### src/core/dmap_pkg.sv
// constants shared by the debug memory access port data path
package dmap_pkg;

	// ----------------------------------------------------------------
	// register byte offsets on the wishbone slave
	// ----------------------------------------------------------------
	localparam logic [7:0] DMAP_OFS_TAR = 8'h00;
	localparam logic [7:0] DMAP_OFS_CSW = 8'h04;
	localparam logic [7:0] DMAP_OFS_STATUS = 8'h08;

	// ----------------------------------------------------------------
	// field positions
	// ----------------------------------------------------------------
	localparam int DMAP_ACCESS_SIZE_FIELD_LSB = 0;
	localparam int DMAP_ACCESS_SIZE_FIELD_W = 3;
	localparam int DMAP_STATUS_BUSY_BIT = 0;
	localparam int DMAP_STATUS_STICKY_BIT = 1;

	// ----------------------------------------------------------------
	// access size encodings
	// ----------------------------------------------------------------
	localparam logic [2:0] DMAP_SIZE_BYTE = 3'h0;
	localparam logic [2:0] DMAP_SIZE_HALF = 3'h1;
	localparam logic [2:0] DMAP_SIZE_WORD = 3'h2;
	localparam logic [2:0] DMAP_SIZE_DWORD = 3'h3;
	localparam logic [2:0] DMAP_SIZE_128 = 3'h4;
	localparam logic [2:0] DMAP_SIZE_256 = 3'h5;

	// ----------------------------------------------------------------
	// unaligned handling choices
	// ----------------------------------------------------------------
	localparam logic [1:0] DMAP_UNAL_IGNORE = 2'h0;
	localparam logic [1:0] DMAP_UNAL_FAULT = 2'h1;
	localparam logic [1:0] DMAP_UNAL_EXACT = 2'h2;

	// ----------------------------------------------------------------
	// reset values
	// ----------------------------------------------------------------
	localparam logic [31:0] DMAP_TAR_RST = 32'h0000_0000;
	localparam logic [2:0] DMAP_SIZE_RST = 3'h2;
	localparam logic [31:0] DMAP_DATA_RST = 32'h0000_0000;

endpackage : dmap_pkg

### src/core/dmap_lane_steer.sv
// byte-lane enables from access size and low address bits
module dmap_lane_steer
	import dmap_pkg::*;
(
	// access description
	input wire logic [2:0] size_i,
	input wire logic [1:0] addr_lo_i,
	// lane selection
	output logic [3:0] be_o
);
	import dmap_pkg::*;

	// lowest address maps to the least significant lane
	always_comb begin
		be_o = 4'hF;
		case (size_i)
			DMAP_SIZE_BYTE: begin
				be_o = 4'h1 << addr_lo_i;
			end
			DMAP_SIZE_HALF: begin
				be_o = addr_lo_i[1] ? 4'hC : 4'h3;
			end
			default: begin
				be_o = 4'hF;
			end
		endcase
	end

endmodule : dmap_lane_steer

### src/core/dmap_wb_regs.sv
// wishbone slave holding address, control and status registers
module dmap_wb_regs
	import dmap_pkg::*;
#(
	parameter int ADDR_W = 8,
	parameter bit SUPPORT_SUBWORD = 1'b1
) (
	// clocking
	input wire logic clk_i,
	input wire logic rst_i,
	input wire logic ce_i,
	// wishbone slave
	input wire logic wb_cyc_i,
	input wire logic wb_stb_i,
	input wire logic wb_we_i,
	input wire logic [ADDR_W-1:0] wb_adr_i,
	input wire logic [3:0] wb_sel_i,
	input wire logic [31:0] wb_dat_i,
	output logic [31:0] wb_dat_o,
	output logic wb_ack_o,
	// block state
	input wire logic busy_i,
	input wire logic err_set_i,
	output logic [31:0] tar_o,
	output logic [2:0] size_o,
	output logic sticky_o
);
	import dmap_pkg::*;

	logic acc;
	logic [7:0] ofs;
	logic [31:0] rd_next;

	assign acc = wb_cyc_i & wb_stb_i & ~wb_ack_o;
	assign ofs = wb_adr_i[7:0];

	always_ff @(posedge clk_i) begin
		if (rst_i) begin
			wb_ack_o <= 1'b0;
		end else if (ce_i) begin
			wb_ack_o <= acc;
		end
	end

	always_ff @(posedge clk_i) begin
		if (rst_i) begin
			tar_o <= DMAP_TAR_RST;
		end else if (ce_i && acc && wb_we_i && ofs == DMAP_OFS_TAR) begin
			for (int b = 0; b < 4; b++) begin
				if (wb_sel_i[b]) begin
					tar_o[b*8 +: 8] <= wb_dat_i[b*8 +: 8];
				end
			end
		end
	end

	// reserved and large sizes are refused: the old size stays
	always_ff @(posedge clk_i) begin
		if (rst_i) begin
			size_o <= DMAP_SIZE_RST;
		end else if (ce_i && SUPPORT_SUBWORD && acc && wb_we_i && wb_sel_i[0]
				&& ofs == DMAP_OFS_CSW
				&& wb_dat_i[DMAP_ACCESS_SIZE_FIELD_LSB +: DMAP_ACCESS_SIZE_FIELD_W] <= DMAP_SIZE_WORD) begin
			size_o <= wb_dat_i[DMAP_ACCESS_SIZE_FIELD_LSB +: DMAP_ACCESS_SIZE_FIELD_W];
		end
	end

	// set wins over a write-one clear
	always_ff @(posedge clk_i) begin
		if (rst_i) begin
			sticky_o <= 1'b0;
		end else if (ce_i) begin
			if (err_set_i) begin
				sticky_o <= 1'b1;
			end else if (acc && wb_we_i && wb_sel_i[0] && ofs == DMAP_OFS_STATUS
					&& wb_dat_i[DMAP_STATUS_STICKY_BIT]) begin
				sticky_o <= 1'b0;
			end
		end
	end

	always_comb begin
		rd_next = 32'h0000_0000;
		case (ofs)
			DMAP_OFS_TAR: rd_next = tar_o;
			DMAP_OFS_CSW: rd_next[DMAP_ACCESS_SIZE_FIELD_LSB +: DMAP_ACCESS_SIZE_FIELD_W] = size_o;
			DMAP_OFS_STATUS: begin
				rd_next[DMAP_STATUS_BUSY_BIT] = busy_i;
				rd_next[DMAP_STATUS_STICKY_BIT] = sticky_o;
			end
			default: rd_next = 32'h0000_0000;
		endcase
	end

	always_ff @(posedge clk_i) begin
		if (rst_i) begin
			wb_dat_o <= 32'h0000_0000;
		end else if (ce_i) begin
			wb_dat_o <= acc ? rd_next : 32'h0000_0000;
		end
	end

endmodule : dmap_wb_regs

### src/core/dmap_datapath.sv
// memory access port data path: debug port front, stalling and sized memory accesses
//
// Overview of operation
// - data and banked data accesses may stall without bound until memory completes.
// - answer OK/FAULT whenever ready, only after target completed earlier transfer.
// - answer WAIT while the access port is still busy.
// - not ready at capture: discard request at update, forward nothing.
// - ready at capture: start requested transfer at update.
// - stay busy while target holds off; ready only after completion.
// - downstream error is reported and sets the sticky error flag.
// - without large data, support byte, halfword and word together.
// - size codes: byte 000, half 001, word 010, 64/128/256 011-101.
// - word-only build: size field read-only, always word.
// - sizes 64, 128 and 256 bits are reserved here.
// - sub-word lanes chosen by size and two low address bits.
// - byte lanes 7:0, 15:8, 23:16, 31:24 for addresses 00..11.
// - halfword lanes 15:0 at 00, 31:16 at 10; word uses all.
// - unaligned: ignore low bits, fault, or access exact address.
// - exact unaligned access is packed and split into byte accesses.
// - packed byte and halfword beats use the same lanes.
// - transfer address register supplies the memory address.
module dmap_datapath
	import dmap_pkg::*;
#(
	parameter int ADDR_W = 8,
	parameter bit SUPPORT_SUBWORD = 1'b1,
	parameter logic [1:0] UNALIGN_MODE = DMAP_UNAL_EXACT
) (
	// clocking
	input wire logic clk_i,
	input wire logic rst_i,
	input wire logic ce_i,
	// wishbone slave
	input wire logic wb_cyc_i,
	input wire logic wb_stb_i,
	input wire logic wb_we_i,
	input wire logic [ADDR_W-1:0] wb_adr_i,
	input wire logic [3:0] wb_sel_i,
	input wire logic [31:0] wb_dat_i,
	output logic [31:0] wb_dat_o,
	output logic wb_ack_o,
	// debug port front
	input wire logic capture_dr_i,
	input wire logic update_dr_i,
	input wire logic req_valid_i,
	input wire logic req_write_i,
	input wire logic req_banked_i,
	input wire logic [1:0] req_bank_i,
	input wire logic [31:0] req_wdata_i,
	output logic ack_wait_o,
	output logic [31:0] rd_data_o,
	output logic sticky_error_o,
	// downstream memory port
	output logic mem_req_o,
	output logic mem_we_o,
	output logic [31:0] mem_addr_o,
	output logic [2:0] mem_size_o,
	output logic [3:0] mem_be_o,
	output logic [31:0] mem_wdata_o,
	input wire logic mem_ack_i,
	input wire logic mem_err_i,
	input wire logic [31:0] mem_rdata_i
);
	import dmap_pkg::*;

	typedef enum logic {
		S_IDLE,
		S_ACCESS
	} dmap_state_t;

	// ----------------------------------------------------------------
	// state
	// ----------------------------------------------------------------
	dmap_state_t state_reg;
	logic ready_cap_reg;
	logic [1:0] beats_left_reg;
	logic [31:0] data_read_write_reg;
	logic err_set_reg;
	logic [31:0] transfer_address_reg;
	logic [2:0] access_size_field;

	// ----------------------------------------------------------------
	// request decode
	// ----------------------------------------------------------------
	logic start;
	logic beat_done;
	logic last_beat;
	logic [31:0] base_addr;
	logic [2:0] req_size;
	logic misaligned;
	logic split;
	logic fault;
	logic [31:0] start_addr;
	logic [2:0] start_size;
	logic [1:0] start_beats;
	logic [31:0] next_addr;
	logic [2:0] next_size;
	logic [3:0] next_be;
	logic [31:0] merged;

	// ----------------------------------------------------------------
	// size and address selection
	// ----------------------------------------------------------------
	assign req_size = SUPPORT_SUBWORD ? access_size_field : DMAP_SIZE_WORD;

	// banked registers sit at the four words of the aligned 16-byte block
	assign base_addr = req_banked_i
		? {transfer_address_reg[31:4], req_bank_i, 2'b00}
		: transfer_address_reg;

	assign misaligned = (req_size == DMAP_SIZE_HALF && base_addr[0])
		|| (req_size == DMAP_SIZE_WORD && base_addr[1:0] != 2'b00);

	assign split = misaligned && UNALIGN_MODE == DMAP_UNAL_EXACT;
	assign fault = misaligned && UNALIGN_MODE == DMAP_UNAL_FAULT;

	// discard unless the port was ready when the answer was captured
	assign start = update_dr_i && req_valid_i && ready_cap_reg && state_reg == S_IDLE;

	// ----------------------------------------------------------------
	// unaligned handling, fixed at build time
	// ----------------------------------------------------------------
	always_comb begin
		start_addr = base_addr;
		start_size = req_size;
		start_beats = 2'd0;
		if (misaligned && UNALIGN_MODE == DMAP_UNAL_IGNORE) begin
			start_addr = (req_size == DMAP_SIZE_HALF)
				? {base_addr[31:1], 1'b0}
				: {base_addr[31:2], 2'b00};
		end else if (split) begin
			// byte beats keep the lane mapping simple at any start address
			start_size = DMAP_SIZE_BYTE;
			start_beats = (req_size == DMAP_SIZE_HALF) ? 2'd1 : 2'd3;
		end
	end

	assign beat_done = state_reg == S_ACCESS && mem_ack_i;
	assign last_beat = beats_left_reg == 2'd0;

	always_comb begin
		next_addr = mem_addr_o;
		next_size = mem_size_o;
		if (state_reg == S_IDLE) begin
			next_addr = start_addr;
			next_size = start_size;
		end else begin
			next_addr = mem_addr_o + 32'h0000_0001;
			next_size = DMAP_SIZE_BYTE;
		end
	end

	dmap_lane_steer u_steer (
		.size_i(next_size),
		.addr_lo_i(next_addr[1:0]),
		.be_o(next_be)
	);

	// ----------------------------------------------------------------
	// read data packing into the data register
	// ----------------------------------------------------------------
	for (genvar g = 0; g < 4; g++) begin : g_lane
		assign merged[g*8 +: 8] = mem_be_o[g]
			? mem_rdata_i[g*8 +: 8]
			: data_read_write_reg[g*8 +: 8];
	end

	// ----------------------------------------------------------------
	// access sequencer
	// ----------------------------------------------------------------
	always_ff @(posedge clk_i) begin
		if (rst_i) begin
			state_reg <= S_IDLE;
		end else if (ce_i) begin
			case (state_reg)
				S_IDLE: begin
					if (start && !fault) begin
						state_reg <= S_ACCESS;
					end
				end
				S_ACCESS: begin
					// no timeout: the target may hold off for ever
					if (beat_done && (mem_err_i || last_beat)) begin
						state_reg <= S_IDLE;
					end
				end
				default: begin
					state_reg <= S_IDLE;
				end
			endcase
		end
	end

	// ----------------------------------------------------------------
	// memory request
	// ----------------------------------------------------------------
	// one beat outstanding; request stays up between split beats
	always_ff @(posedge clk_i) begin
		if (rst_i) begin
			mem_req_o <= 1'b0;
		end else if (ce_i) begin
			if (state_reg == S_IDLE) begin
				mem_req_o <= start && !fault;
			end else if (beat_done) begin
				mem_req_o <= !mem_err_i && !last_beat;
			end
		end
	end

	// address, size, lanes and data only move on start or on an accepted beat
	always_ff @(posedge clk_i) begin
		if (rst_i) begin
			mem_addr_o <= DMAP_TAR_RST;
			mem_size_o <= DMAP_SIZE_RST;
			mem_be_o <= 4'h0;
			mem_we_o <= 1'b0;
			beats_left_reg <= 2'd0;
		end else if (ce_i) begin
			if ((state_reg == S_IDLE && start && !fault)
					|| (beat_done && !mem_err_i && !last_beat)) begin
				mem_addr_o <= next_addr;
				mem_size_o <= next_size;
				mem_be_o <= next_be;
				beats_left_reg <= (state_reg == S_IDLE)
					? start_beats
					: beats_left_reg - 2'd1;
			end
			if (state_reg == S_IDLE && start) begin
				mem_we_o <= req_write_i;
			end
		end
	end

	// ----------------------------------------------------------------
	// data register
	// ----------------------------------------------------------------
	always_ff @(posedge clk_i) begin
		if (rst_i) begin
			data_read_write_reg <= DMAP_DATA_RST;
		end else if (ce_i) begin
			if (state_reg == S_IDLE && start && req_write_i) begin
				data_read_write_reg <= req_wdata_i;
			end else if (beat_done && !mem_err_i && !mem_we_o) begin
				data_read_write_reg <= merged;
			end
		end
	end

	assign mem_wdata_o = data_read_write_reg;

	// ----------------------------------------------------------------
	// error report to the sticky flag
	// ----------------------------------------------------------------
	always_ff @(posedge clk_i) begin
		if (rst_i) begin
			err_set_reg <= 1'b0;
		end else if (ce_i) begin
			err_set_reg <= (beat_done && mem_err_i)
				|| (state_reg == S_IDLE && start && fault);
		end
	end

	// ----------------------------------------------------------------
	// debug port front answer
	// ----------------------------------------------------------------
	// busy is taken from the sequencer, not from the target's acceptance
	always_ff @(posedge clk_i) begin
		if (rst_i) begin
			ready_cap_reg <= 1'b0;
			ack_wait_o <= 1'b0;
			rd_data_o <= DMAP_DATA_RST;
		end else if (ce_i && capture_dr_i) begin
			ready_cap_reg <= state_reg == S_IDLE;
			ack_wait_o <= state_reg != S_IDLE;
			rd_data_o <= data_read_write_reg;
		end
	end

	// ----------------------------------------------------------------
	// register file
	// ----------------------------------------------------------------
	dmap_wb_regs #(
		.ADDR_W(ADDR_W),
		.SUPPORT_SUBWORD(SUPPORT_SUBWORD)
	) u_regs (
		.clk_i(clk_i),
		.rst_i(rst_i),
		.ce_i(ce_i),
		.wb_cyc_i(wb_cyc_i),
		.wb_stb_i(wb_stb_i),
		.wb_we_i(wb_we_i),
		.wb_adr_i(wb_adr_i),
		.wb_sel_i(wb_sel_i),
		.wb_dat_i(wb_dat_i),
		.wb_dat_o(wb_dat_o),
		.wb_ack_o(wb_ack_o),
		.busy_i(state_reg != S_IDLE),
		.err_set_i(err_set_reg),
		.tar_o(transfer_address_reg),
		.size_o(access_size_field),
		.sticky_o(sticky_error_o)
	);

endmodule : dmap_datapath

### config.mk
export PLATFORM = sky130hd
export DESIGN_NAME = dmap_datapath
export DESIGN_NICKNAME = d
export VERILOG_FILES = /design/src/core/dmap_pkg.sv /design/src/core/dmap_lane_steer.sv /design/src/core/dmap_wb_regs.sv /design/src/core/dmap_datapath.sv
export SDC_FILE = /design/constraint.sdc
export NUM_CORES = 1
export LEC_CHECK = 0
export ABC_AREA = 1
export BUFFER_PORTS_ARGS = -buffer_cell sky130_fd_sc_hd__buf_2
export CAP_MARGIN = 20
export CORE_UTILIZATION = 46
export CTS_CLUSTER_SIZE = 20
export DETAILED_ROUTE_END_ITERATION = 8
export PLACE_DENSITY = 0.76
export SLEW_MARGIN = 20
export SYNTH_ARGS = -nofsm -noshare
export SYNTH_HDL_FRONTEND = slang
export SYNTH_SLANG_ARGS = --single-unit
### constraint.sdc
create_clock -name clk_i -period 1.55 [get_ports clk_i]
set_input_delay 0.0775 -clock clk_i [delete_from_list [all_inputs] [get_ports clk_i]]
set_output_delay 0.0775 -clock clk_i [all_outputs]
set_load 0.05 [all_outputs]
* After elaboration in Yosys (flattened, before gate mapping)
Index checks and enable logic that the tools add are counted.
** Operators by class
- Order comparisons :: 1
- Eq/ne operators :: 6
- Bitwise operators :: 4
- Shift-type cells :: 1
- $add $sub $neg :: 2
- Multiplexer cells :: 26
- Reductions and logical operators :: 53
** Operators with widths (number)
- $mux W32 :: 4
- $add A32 B1 Y32 const B :: 1
- $mux W8 :: 4
- $mux W29 :: 1
- $logic_and A1 B1 Y1 :: 25
- $reduce_and A2 Y1 :: 8
- $reduce_bool A2 Y1 :: 7
- $reduce_and A3 Y1 :: 4
- $eq A8 B3 Y1 const B :: 1
- $eq A8 B4 Y1 const B :: 1
- $logic_not A8 Y1 :: 1
- $mux W4 :: 2
- $pmux W4 S2 :: 1
- $eq A3 B1 Y1 const B :: 2
- $mux W1 :: 6
- $mux W2 :: 3
- $mux W3 :: 2
- $pmux W2 S3 :: 1
- $pmux W1 S2 :: 2
- $shl A1 B2 Y4 const A :: 1
- $eq A3 B2 Y1 const B :: 1
- $le A3 B2 Y1 const B :: 1
- $logic_not A1 Y1 :: 3
- $logic_not A3 Y1 :: 1
- other kinds (6) :: 10
** Storage, ports and cells
- Input bits :: 123
- Register bits after elaboration :: 180
- Logic and storage cells :: 116
- Output and inout port bits :: 140

* Logic depth before layout (Yosys ltp)
- Depth after elaboration :: 8
- Mapped depth :: 11
- Mapped depth without buffers :: 11

* Cells and area by module
Synthesis repeated with hierarchy kept, for this count alone.
** Second synthesis, totals
- Cells, all modules :: 1251
- Area, all modules :: 8536.9 um^2
** Modules (own cells, without submodules)
- dmap_datapath :: times used 1, cells an instance 861, seq. area each 2222.1 um^2, area each 5581.6 um^2
- dmap_wb_regs :: times used 1, cells an instance 370, seq. area each 1381.3 um^2, area each 2857.7 um^2
- dmap_lane_steer :: times used 1, cells an instance 20, seq. area each 0.0 um^2, area each 97.6 um^2

* Worst setup path after synthesis
No wires, ideal clock.
- Path type :: register -> register
- Start :: register mem_addr_o[3]
- End :: register mem_addr_o[30]
- Period minus slack after synthesis :: 1.824 ns
- Stages on the path, launching flop included :: 10
- Data required time :: 1.418 ns
- Setup slack :: -0.274 ns
- Setup time :: 0.132 ns
- Data arrival time :: 1.692 ns
- Path buffers :: 0
- Cells stage by stage :: dfxtp_1 nand2_1 nor2_1 nand2_1 nor2_1 nand2_1 nand2_1 nand3_1 nand2_1 a21oi_1
** On the way
- Longest elaborated chain between the ends :: 2
** Ends and longest elaborated chain
- from (decl) :: RTL line dmap_datapath.sv:56 : output logic [31:0] mem_addr_o,
- from (signal assigned) :: RTL line dmap_datapath.sv:221 : mem_addr_o <= next_addr;
- $add A32 B1 Y32 :: RTL line dmap_datapath.sv:148 : next_addr = mem_addr_o + 32'h0000_0001;
- $mux W32 :: RTL line dmap_datapath.sv:144 : if (state_reg == S_IDLE) begin
No other way between the ends.
A chain may end at the register's enable or synchronous reset.

* Worst setup path in the final report
- Start :: register mem_addr_o[0]
- End :: register mem_addr_o[12]
The elaborated chain is that of the path after synthesis.

==> impl_metrics.csv <==
group,metric,value,unit
global_routing,grt_use_met1,33.6,%
cts,cts_tree,"built",
placement,place_ws,-97.6,ps
cts,cts_htree_levels,4,
critical_path,max_stage_delay,370,ps
critical_path,worstPathArrival,1910,ps
routing,drc,0,
routing,wire_per_inst,15.2,µm
logic_synthesis,synth_top_area_share,43.2,%
power_and_ir_drop,total_leakage_power,5.58,nW
logic_synthesis,syn_inst,1262,
critical_path,cp_num_cells,10,
global_routing,busiest_layer,"met2",
logic_synthesis,syn-num-nets,1387,
floorplan,num_rows,48,
sta,layout_setup_ws,1.77,ps
logic_synthesis,synth_flop_cell,"dfxtp_1",
cts,insertion_delay,430,ps
layout,area_delta_synth_final,45.6,%
sta,rsz0062_at_grt,"yes",
sta,fin_skew,8.54,ps
layout,mostFrequentLayoutCells,"nand2_1, buf_2, dfxtp_1",
placement,place_area,10300,µm²
placement,dp.cells,1750,
sta,fin_setup_tns,0,ps
global_routing,grt_pass1_vias,8811,
logic_synthesis,synth.avg_cell_area,6.62,µm²
sta,hold_viol,0,
sta,tightest_slew,809,ps
floorplan,io_pins,263,
floorplan,fp.dieW,137,µm
critical_path,critPathBufInv,3,
sta,drv_slew,0,
global_routing,grt_antenna_before_repair,1,
routing,drtIter0Drc,679,
logic_synthesis,synthesis.area,8350,µm²
sta,period_needed,1550,ps
global_routing,grt_pass1_wl,41900,µm
logic_synthesis,yosys-top-cells-area,"dfxtp_1, nand2_1, a21oi_1",
logic_synthesis,synth_cell_type_count,37,
routing,post_drt_via_cell_ratio,5.23,
sta,fmax,646,MHz
layout,nets,1750,
layout,final_area,12200,µm²
flow_run,maxCapViolCount,0,
layout,final_common_cell,"nand2_1",
cts,clock-sinks,180,
cts,clock_path_buffers,2,
logic_synthesis,async_reset_ff_share,0,%
global_routing,grt_max_degree,84,
cts,cts_root_buf,"clkbuf_16",
routing,vias,9746,
critical_path,required,1910,ps
floorplan,dieArea,18700,µm²
placement,hpwl,18300,µm
logic_synthesis,seq_area_frac_synth,43.2,%
logic_synthesis,synth_edf_count,0,
layout,stdcell_count,1864,
floorplan,start_util,47.6,%
global_routing,grt_util_met2,49.9,%
logic_synthesis,yosys_warnings,0,
logic_synthesis,synth_largest_area_cell,"dfxtp_1",
critical_path,cpLargestDelayFamily,"flip-flops",
min_path,hp-class,"in2reg",
power_and_ir_drop,ir_drop,0.793,mV
global_routing,overflow,0,
cts,cts_buffers,17,
critical_path,path_cells,"ha_4 > nand2_2 > inv_2 > buf_4 > nand2_2 > nor2_1 > buf_4 > xor2_1 > nand2_1 > a21oi_2",
sta,setup-violations-final,0,
routing,drt_wl_total,28400,µm
placement,numPortBuffers,262,
critical_path,cp_max_fo,3,
critical_path,start_kind,"flip-flop",
outcome,outcome,"finished, final reports clean",
layout,finalCoreUtilization,69.3,%
cts,clk_pin_slew,70,ps
floorplan,die_h,137,µm
routing,firstDrtPassIters,8,
floorplan,core,17500,µm²
power_and_ir_drop,power_density,847,nW/µm²
routing,detail-route-antenna-nets,0,
layout,drive_gt1_share,29.5,%
sta,timing.final.crit_share,99.9,%
placement,place_congestion,0.907,
critical_path,rr_worst_depth,10,
critical_path,worst_setup_path_end_kind,"flip-flop",
min_path,hold_depth,5,
critical_path,path_class,"reg2reg",
sta,relSlewSlack,46.0,%
global_routing,gr-usage-met3,7.48,%
global_routing,track_usage,28.6,%
critical_path,critical_path.slowest_cell,"dfxtp_4",
logic_synthesis,ys_ff_latch,180,
## synthesized netlist by cell type (all sizes together), types with 3 or more instances
library cell	count
nand4	12
nand3	34
inv	77
nor2	176
dfxtp	180
o211ai	15
a21oi	148
nand3b	8
buf	22
clkinv	3
nand2	433
xor2	7
nor3	8
clkbuf	39
o21ai	86
## worst paths after layout
kind | from | end | slack [ps]
max reg2reg | mem_addr_o[0] | mem_addr_o[12] | 2
min | req_wdata_i[7] | mem_wdata_o[7] | 7
min reg2reg | u_regs.wb_dat_o[16] | u_regs.wb_dat_o[16] | 460
max | mem_addr_o[0] | mem_addr_o[12] | 2
## metrics by stage
stage,total power [mW],hold WS (ps)
after floorplan,5.42,204
after global placement,5.80,310
after detailed placement,5.81,312
final,10.3,7.06
after CTS,10.3,2.63
after global routing,10.7,34.3
## what timing repair did
item | 4_1_cts | 5_1_grt
cloned | 1 | 5
hold endpoints to repair | 51 | 0
pin swaps | 0 | 32
gates resized for setup | 12 | 110
setup endpoints to repair | 38 | 82
buffers inserted | 2 | 10
hold buffers | 63 | 0
## metal layers
layer	share of wire [%]	routed length [µm]
met1	40	11500
met2	49	14000
met3	8.2	2330
met4	2.2	613
met5	0	0
## logic make-up (layout without fill, tap and decap cells)
family | count (synthesis) | in the layout | synth area share, %
buffers and inverters | 141 | 517 | 6.88
adder cells (fa/ha/maj) | 2 | 2 | 0.300
AO/OA/AOI/OAI | 258 | 258 | 16.4
other | 0 | 1 | 0
AND/OR/NAND/NOR | 673 | 673 | 32.4
XOR/XNOR | 8 | 8 | 0.839
flip-flops | 180 | 180 | 43.2
## power breakdown
group / leakage (nW) / switching, mW / internal (mW)
logic: 3.81 / 0.724 / 0.444
clock network: 0.293 / 1.87 / 2.52
registers: 1.47 / 0.0530 / 4.69
## worst reg2reg max path: stages, from the launching register on
cell,delay [ps]
dfxtp_4,370
ha_4,130
nand2_2,50
inv_2,70
buf_4,110
nand2_2,60
nor2_1,110
buf_4,150
xor2_1,190
nand2_1,110
a21oi_2,140
## area by class of cell
cell class	count	area (µm²)
clock buffer	22	474
multi-input combinational	941	4490
tap	225	282
inverter	80	325
antenna	1	2.50
sequential	180	3650
fill	1394	5380
timing repair buffer	405	2810
clock inverter	10	121
(Power assumes the default switching activity.)
